## config.mk

```make
export PLATFORM = sky130hd
export DESIGN_NAME = hpb_port
export DESIGN_NICKNAME = d
export VERILOG_FILES = /design/src/hpb_pkg.sv /design/src/hpb_port.sv
export SDC_FILE = /design/constraint.sdc
export NUM_CORES = 1
export LEC_CHECK = 0
export BUFFER_PORTS_ARGS = -buffer_cell sky130_fd_sc_hd__buf_4
export CAP_MARGIN = 10
export CORE_MARGIN = 1
export CORE_UTILIZATION = 45
export CTS_CLUSTER_SIZE = 16
export DETAILED_ROUTE_END_ITERATION = 8
export GPL_TIMING_DRIVEN = 0
export PLACE_DENSITY = 0.75
export SLEW_MARGIN = 15
export SYNTH_ARGS = -nofsm -noshare
export SYNTH_HDL_FRONTEND = slang
export SYNTH_SLANG_ARGS = --single-unit
```

## constraint.sdc

```tcl
create_clock -name clk -period 1.9 [get_ports clk]
set_input_delay 0.19 -clock clk [delete_from_list [all_inputs] [get_ports clk]]
set_output_delay 0.19 -clock clk [all_outputs]
set_load 0.01 [all_outputs]
```

## src/hpb_pkg.sv

```systemverilog
// hpb_pkg: constants, types and register map of the handshake port block
// assumes a single 40 MHz clock and an avalon-mm master with waitrequest
package hpb_pkg;

  // register word offsets (byte addresses)
  localparam logic [3:0] CFG_OFS  = 4'h0;
  localparam logic [3:0] CMD_OFS  = 4'h4;
  localparam logic [3:0] DATA_OFS = 4'h8;
  localparam logic [3:0] PAT_OFS  = 4'hC;

  // cfg register field positions
  localparam int CFG_DIR_BIT  = 0;
  localparam int CFG_HS_LSB   = 1;
  localparam int CFG_TWO_BIT  = 3;
  localparam int CFG_SB_BIT   = 4;
  localparam int CFG_PMS_LSB  = 5;
  localparam int CFG_IMO_BIT  = 7;
  localparam int CFG_PEN_BIT  = 8;
  localparam int CFG_TEN_BIT  = 9;

  // cmd/status field positions
  localparam int ST_IRF_BIT  = 0;
  localparam int ST_ORE_BIT  = 1;
  localparam int ST_IP_BIT   = 2;
  localparam int ST_PMF_BIT  = 3;
  localparam int CMD_LSB     = 5;
  localparam logic [2:0] CMD_CLR_IP = 3'h5;

  // pat register field positions
  localparam int PAT_MASK_LSB = 8;

  // reset values
  localparam logic [9:0] CFG_RST = 10'h000;
  localparam logic [15:0] PAT_RST = 16'h0000;

  typedef enum logic [1:0] {HPB_INTERLOCKED, HPB_STROBED, HPB_PULSED, HPB_THREE_WIRE} hpb_hs_e;
  typedef enum logic [1:0] {HPB_PM_OFF, HPB_PM_AND, HPB_PM_OR, HPB_PM_ORPEV} hpb_pm_e;

  // first member is the top bit: listed from bit 9 down to bit 0
  typedef struct packed {
    logic       third_port_timer_enable;
    logic       first_port_enable;
    logic       match_only_interrupt;
    hpb_pm_e    pattern_mode_field;
    logic       single_buffer_select;
    logic       two_byte_interrupt;
    hpb_hs_e    hs_mode;
    logic       output_dir;
  } hpb_cfg_s;

  typedef struct packed {
    logic [3:0]  address;
    logic        read;
    logic        write;
    logic [31:0] writedata;
  } hpb_av_req_s;

  typedef struct packed {
    logic [31:0] readdata;
    logic        waitrequest;
  } hpb_av_rsp_s;

  typedef struct packed {
    logic [7:0] pins_in;
    logic       ack_raw;
  } hpb_link_in_s;

  typedef struct packed {
    logic [7:0] pins_out;
    logic       pins_oe_n;
    logic       ready_for_data_line;
    logic       data_available_line;
  } hpb_link_out_s;

endpackage

```

## src/hpb_port.sv

```systemverilog
// hpb_port: handshake and buffering logic of one 8-bit parallel port
// assumes the peripheral drives the acknowledge line asynchronously
//
// Decided for this implementation: the placing of the registers and the Avalon-MM register port.
`timescale 1ns/1ps
`default_nettype none

module hpb_port
  import hpb_pkg::*;
(
  // clock and reset
  input  wire logic                   clk,
  input  wire logic                   rst,
  // avalon-mm slave
  input  wire hpb_pkg::hpb_av_req_s   av_req,
  output var  hpb_pkg::hpb_av_rsp_s   av_rsp,
  // peripheral link
  input  wire hpb_pkg::hpb_link_in_s  link_in,
  output var  hpb_pkg::hpb_link_out_s link_out,
  // interrupt request
  output logic                        irq
);
  import hpb_pkg::*;

  typedef struct packed {
    hpb_cfg_s   cfg;
    logic [7:0] pat_val;
    logic [7:0] pat_mask;
    logic [1:0] ack_sync;
    logic       ack_prev;
    logic [7:0] out_reg;
    logic       out_full;
    logic       wr_pending;
    logic [7:0] buf_reg;
    logic       buf_full;
    logic [7:0] in_reg;
    logic       input_full_flag;
    logic       ready_for_data_line;
    logic       data_available_line;
    logic       interrupt_pending;
    logic       pattern_match_flag;
    logic       match_irq;
    logic       ack_seen_low;
    logic [31:0] rdata;
    logic       rvalid;
  } hpb_state_s;

  hpb_state_s st;
  hpb_state_s next_st;

  // pattern compare; priority-vector mode has no meaning on output
  function automatic logic pat_hit(input logic [7:0] d, input logic [7:0] v,
                                   input logic [7:0] m, input hpb_pm_e pm);
    logic [7:0] eq;
    eq = ~(d ^ v) & m;
    unique case (pm)
      HPB_PM_AND:   pat_hit = (eq == m);
      HPB_PM_OR:    pat_hit = |eq;
      default:      pat_hit = 1'b0;
    endcase
  endfunction

  logic hs_run;
  logic ack_i;
  logic ack_fall;
  logic ack_rise;
  logic strobed;
  logic out_move;
  logic data_wr;
  logic cmd_wr;
  logic clr_cmd;
  logic hit;
  logic rd_en;
  logic pend_set;

  always_comb
  begin
    pend_set = 1'b0;
    hs_run   = st.cfg.third_port_timer_enable & st.cfg.first_port_enable;
    ack_i    = hs_run ? st.ack_sync[1] : 1'b1;
    ack_fall = st.ack_prev & ~ack_i;
    ack_rise = ~st.ack_prev & ack_i;
    strobed  = (st.cfg.hs_mode == HPB_STROBED);
    data_wr  = av_req.write & (av_req.address == DATA_OFS);
    cmd_wr   = av_req.write & (av_req.address == CMD_OFS);
    clr_cmd  = cmd_wr & (av_req.writedata[CMD_LSB +: 3] == CMD_CLR_IP);
    rd_en    = av_req.read & ~st.rvalid;
    hit      = pat_hit(st.out_reg, st.pat_val, st.pat_mask, st.cfg.pattern_mode_field);
    out_move = st.cfg.output_dir & hs_run & st.out_full & ~st.buf_full;

    next_st          = st;
    next_st.ack_sync = {st.ack_sync[0], link_in.ack_raw};
    next_st.ack_prev = ack_i;
    next_st.rvalid   = rd_en;

    if (av_req.write & (av_req.address == CFG_OFS))
    begin
      next_st.cfg = hpb_cfg_s'(av_req.writedata[9:0]);
    end
    if (av_req.write & (av_req.address == PAT_OFS))
    begin
      next_st.pat_val  = av_req.writedata[7:0];
      next_st.pat_mask = av_req.writedata[PAT_MASK_LSB +: 8];
    end

    if (!st.cfg.output_dir)
    begin
      // input path
      if (hs_run & ack_fall & ~st.buf_full)
      begin
        next_st.buf_reg  = link_in.pins_in;
        next_st.buf_full = 1'b1;
        next_st.ack_seen_low = 1'b1;
        next_st.ready_for_data_line = 1'b0;
      end
      else if (st.buf_full & ~st.input_full_flag)
      begin
        next_st.in_reg          = st.buf_reg;
        next_st.input_full_flag = 1'b1;
        next_st.buf_full        = 1'b0;
      end
      if (ack_rise)
      begin
        next_st.ack_seen_low = 1'b0;
      end
      if (hs_run & ~st.buf_full & ~next_st.buf_full & ~st.ready_for_data_line)
      begin
        if (strobed | ack_i)
        begin
          next_st.ready_for_data_line = 1'b1;
        end
      end
      if (!hs_run)
      begin
        next_st.ready_for_data_line = 1'b1;
      end
      // only a set flag is cleared, so a move in this cycle is not lost
      if (rd_en & (av_req.address == DATA_OFS) & st.input_full_flag)
      begin
        next_st.input_full_flag = 1'b0;
      end
      next_st.data_available_line = 1'b1;
    end
    else
    begin
      // output path; data-available is active low
      next_st.ready_for_data_line = 1'b1;
      if (out_move)
      begin
        next_st.buf_reg  = st.out_reg;
        next_st.buf_full = 1'b1;
        next_st.out_full = st.cfg.single_buffer_select;
        next_st.pattern_match_flag = hit;
        next_st.match_irq = hit | ~st.cfg.match_only_interrupt;
        // pending only on a real move
        if (!st.cfg.two_byte_interrupt && !st.cfg.single_buffer_select)
        begin
          next_st.interrupt_pending = 1'b1;
          pend_set = 1'b1;
        end
      end
      if (st.buf_full & st.data_available_line & ack_i & hs_run)
      begin
        next_st.data_available_line = 1'b0;
      end
      if (hs_run & ack_fall & st.buf_full & ~st.data_available_line)
      begin
        next_st.buf_full = 1'b0;
        next_st.data_available_line = 1'b1;
        if (st.cfg.single_buffer_select)
        begin
          next_st.out_full = 1'b0;
          next_st.interrupt_pending = 1'b1;
          pend_set = 1'b1;
        end
        else if (st.cfg.two_byte_interrupt & ~st.out_full)
        begin
          next_st.interrupt_pending = 1'b1;
          pend_set = 1'b1;
        end
      end
      if (!hs_run)
      begin
        next_st.data_available_line = 1'b1;
      end
      if (data_wr)
      begin
        next_st.out_reg = av_req.writedata[7:0];
        if (st.pattern_match_flag)
        begin
          next_st.wr_pending = 1'b1;
        end
        else
        begin
          next_st.out_full = 1'b1;
          // a pending set in this same cycle wins over the write
          next_st.interrupt_pending = pend_set;
        end
      end
      if ((data_wr | st.wr_pending) & st.pattern_match_flag & (clr_cmd | ~st.interrupt_pending))
      begin
        next_st.out_full   = 1'b1;
        next_st.wr_pending = 1'b0;
      end
    end

    if (clr_cmd & ~pend_set)
    begin
      next_st.interrupt_pending = 1'b0;
    end
    // disabled port cannot newly set pending
    if (!st.cfg.first_port_enable & ~st.interrupt_pending)
    begin
      next_st.interrupt_pending = 1'b0;
    end

    // readback
    if (rd_en)
    begin
      unique case (av_req.address)
        CFG_OFS:  next_st.rdata = {22'h0, st.cfg};
        CMD_OFS:  next_st.rdata = {28'h0, st.pattern_match_flag, st.interrupt_pending,
                                   ~st.out_full, st.input_full_flag};
        DATA_OFS: next_st.rdata = {24'h0, st.cfg.output_dir ? st.out_reg : st.in_reg};
        PAT_OFS:  next_st.rdata = {16'h0, st.pat_mask, st.pat_val};
        default:  next_st.rdata = 32'h0000_0000;
      endcase
    end
  end

  always_ff @(posedge clk)
  begin
    if (rst)
    begin
      st <= '0;
      st.cfg <= hpb_cfg_s'(CFG_RST);
      st.pat_val <= PAT_RST[7:0];
      st.pat_mask <= PAT_RST[15:8];
      st.ack_sync <= 2'h3;
      st.ack_prev <= 1'b1;
      st.ready_for_data_line <= 1'b1;
      st.data_available_line <= 1'b1;
    end
    else
    begin
      st <= next_st;
    end
  end

  // reads answer one cycle later, writes at once
  always_comb
  begin
    av_rsp.waitrequest = av_req.read & ~st.rvalid;
    av_rsp.readdata    = st.rdata;
    link_out.pins_out  = st.buf_reg;
    link_out.pins_oe_n = ~(st.cfg.first_port_enable & st.cfg.output_dir);
    link_out.ready_for_data_line = st.ready_for_data_line;
    link_out.data_available_line = st.data_available_line;
    irq = st.interrupt_pending & st.cfg.first_port_enable & st.match_irq;
  end
endmodule

`default_nettype wire
```

==> run_results.csv <==
group,metric,value,unit
yosys,dominantRegCellSynth,"sky130_fd_sc_hd__dfxtp_1",
power,total_power,3160,uW
power,internal_power,2410,uW
place,io_buffers,59,
power,sw_frac_of_total,23.9,%
cts,tritoncts.num_buffers,9,
power,p_leak,0.00194,uW
finish,nFillCells,770,
finish,layout_commonest_cell,"sky130_fd_sc_hd__buf_4",
setup_path,required,2.17,ns
floorplan,dieArea,0.00893,sq mm
route,drcViolationCount,0,
power,portion_of_total_power_attributed_to_combinational_logic,7.6,%
setup_path,critical_path.max_fanout,19,
yosys,syn_avg_cell_area,8.54,sq um
global_routing,grt_max_degree,20,
global_routing,grt_first_pass_wirelength,15600,um
setup_path,worst_ep_arrival_time,2.06,ns
finish,finish.instance_area,0.00468,sq mm
global_routing,grt_antenna_before_repair,0,
outcome,outcome,"finished clean",
finish,post-route-util,56.7,%
route,vias,3437,
yosys,async_reset_ff_share,0,%
place,placedInstanceArea,0.00448,sq mm
global_routing,total_global_routing_overflow,0,
floorplan,dieWidth,94.5,um
timing,setup_tns,0,ns
hold_path,worstHoldPathType,"input port to flip-flop",
timing,final-max-slew-violation-count,0,
route,detailed_route_wire_length,9860,um
cts,clkSinkCount,79,
timing,hold_viol_final,0,
cts,cts.htree.levels,3,
global_routing,number_of_global_route_vias_before_repair,3165,
global_routing,global_route.usage.total,23.0,%
power,power_per_cell_area,676,mW/mm^2
floorplan,core_area,0.00826,sq mm
power,power_switching,754,uW
timing,rsz0062_at_grt,"false",
yosys,synth.yosys.warnings,0,
setup_path,crit_chain,"buf_2 -> buf_4 -> and3_1 -> o21ai_0 -> a221oi_1",
floorplan,ios,94,
route,first_pass_iters,5,
yosys,synth.distinct_cells,50,
finish,proportion_of_layout_cells_with_a_drive_suffix_above_1,26.5,%
yosys,syn_inst,451,
floorplan,vertical_extent_of_the_die,94.5,um
yosys,portion_of_the_post_synthesis_area_used_by_sequential_elements,41.1,%
setup_path,timing_worst_setup_path_type,"flip-flop to flip-flop",
setup_path,timing.critical_path.from_type,"flip-flop",
cts,longest_clk_path_bufs,2,
route,post_drt_wl_per_cell,15.3,um
finish,antenna_cells_inserted,0,
timing,timing.final.crit_period,1.79,ns
cts,clk_pin_slew,0.08,ns
cts,clock_tree_from_tritoncts,"done",
floorplan,initial_core_util,46.6,%
cts,root_buffer,"sky130_fd_sc_hd__clkbuf_8",
setup_path,critPathMaxStageDelay,0.37,ns
timing,fin_skew,0.00783,ns
power,power.ir.vdd_worst,0.000347,V
power,sequential_power_share,53.0,%
route,ant_nets,0,
finish,most_used_cells_in_the_layout_excluding_fill_and_tap_cells,"105 x sky130_fd_sc_hd__buf_4, 78 x sky130_fd_sc_hd__dfxtp_1, 61 x sky130_fd_sc_hd__nand2_1",
finish,area_growth_syn_to_layout,21.5,%
floorplan,placement_rows,33,
route,dr.first_iter.drc_count,210,
place,gp_congestion,0.883,
yosys,syn_area,0.00385,sq mm
timing,setup_viol,0,
timing,final_min_period_over_clock_period,94.2,%
timing,worst-slew-pin-transition,0.764,ns
power,power.share.clock,39.4,%
cts,cts.hold.buffers_added,0,
timing,relative_max_transition_margin,48.7,%
cts,number_of_buffers_inserted_to_repair_setup_after_cts,0,
finish,fin_nets,586,
cts,clock_latency,0.36,ns
run,max-cap-violations,0,
place,post-dp-hpwl,7430,um
yosys,count_of_flip_flops_with_a_built_in_enable_after_synthesis,0,
setup_path,crit_path_end_kind,"flip-flop",
timing,maxClockFrequency,559,MHz
setup_path,slowest_stage,"sky130_fd_sc_hd__dfxtp_1",
timing,whs,0.00957,ns
yosys,synth_seq_cells,79,
route,routed_via_density,5.33,
sequential cells by signal, indices dropped and copies added (netlist names):
| signal | cells |
|---|---|
| av_rsp | 16 |
| link_out | 10 |
| next_st | 1 |
| st | 52 |
per-layer routing:
layer  GRT usage, %  routed length [um]  up-vias
li1               -                   -     1659
met1           29.6                4190     1616
met2           38.3                4750      143
met3           3.14                 685       19
met4           10.6                 227        0
met5              0                   0        -
worst paths after layout:
kind,start,end,slack [ns],cells after the start
max,st[86],st[48],0.11,5
min,link_in[0],next_st[69],0.01,2
max reg2reg,st[86],st[48],0.11,5
min reg2reg,next_st[69],st[69],0.41,1
stage by stage:
step	worst slack, ns	instances
5_1_grt	0.00312	645
4_1_cts	0.0373	645
3_5_place_dp	0.0432	630
2_1_floorplan	0.440	466
6_report	0.110	645
3_3_place_gp	0.0262	630
what timing repair did:
action | 4_1_cts | 5_1_grt
endpoints found under the hold margin | 0 | 0
gates resized for setup | 1 | 4
endpoints found under the setup margin | 2 | 3
cell usage after synthesis (3+ instances only):
library cell	n	area share, %
sky130_fd_sc_hd__o22ai_1	5	0.81
sky130_fd_sc_hd__buf_4	46	9.0
sky130_fd_sc_hd__a211oi_1	11	2.1
sky130_fd_sc_hd__nand3_1	19	2.5
sky130_fd_sc_hd__xor2_1	8	1.8
sky130_fd_sc_hd__buf_2	5	0.65
sky130_fd_sc_hd__nor2_1	44	4.3
sky130_fd_sc_hd__a21oi_1	37	4.8
sky130_fd_sc_hd__nand2_1	61	5.9
sky130_fd_sc_hd__a22o_1	4	0.91
sky130_fd_sc_hd__inv_1	16	1.6
sky130_fd_sc_hd__or3_1	4	0.65
sky130_fd_sc_hd__clkbuf_1	14	1.4
sky130_fd_sc_hd__o21ai_0	8	1.0
sky130_fd_sc_hd__a21oi_2	4	0.91
sky130_fd_sc_hd__dfxtp_1	79	41
sky130_fd_sc_hd__mux2i_1	34	8.8
sky130_fd_sc_hd__mux2_2	3	0.88
sky130_fd_sc_hd__nor3_1	4	0.52
sky130_fd_sc_hd__a22oi_1	8	1.6
cells by family after synthesis:
logic type                 after synthesis  share of synthesized area [%]
other                                    1                         0.0974
xor gates and xnor gates                 8                           1.82
muxes                                   39                           11.0
DFF                                     79                           41.1
adders and majority gates                2                          0.650
buffers and inverters                   83                           13.1
AOI/OAI and AO/OA                       89                           15.0
and+or+nand+nor                        150                           17.3
power groups by stage:
stage          clock network, uW  registers [uW]  logic (uW)
3_5_place_dp                   0            1710         238
3_3_place_gp                   0            1710         235
4_1_cts                     1240            1680         238
6_report                    1250            1680         242
5_1_grt                     1320            1680         261
2_1_floorplan                  0            1710         139
area by class of cell:
cell class / instances / area (sq um) / share of cell area [%]
timing repair buffer: 59 / 443 / 9.47
buffer: 66 / 445 / 9.52
tap: 105 / 131 / 2.81
sequential: 79 / 1580 / 33.8
multi-input combinational: 304 / 1830 / 39.0
clock buffer: 12 / 145 / 3.10
inverter: 16 / 60.1 / 1.28
clock inverter: 4 / 45.0 / 0.963
critical path, delay by kind of cell (launching register included):
family	cells	cell delay [ns]
AO/OA/AOI/OAI	2	0.40
buffers and inverters	2	0.64
flip-flops	1	0.37
AND/OR/NAND/NOR	1	0.29
(Power assumes the default switching activity.)
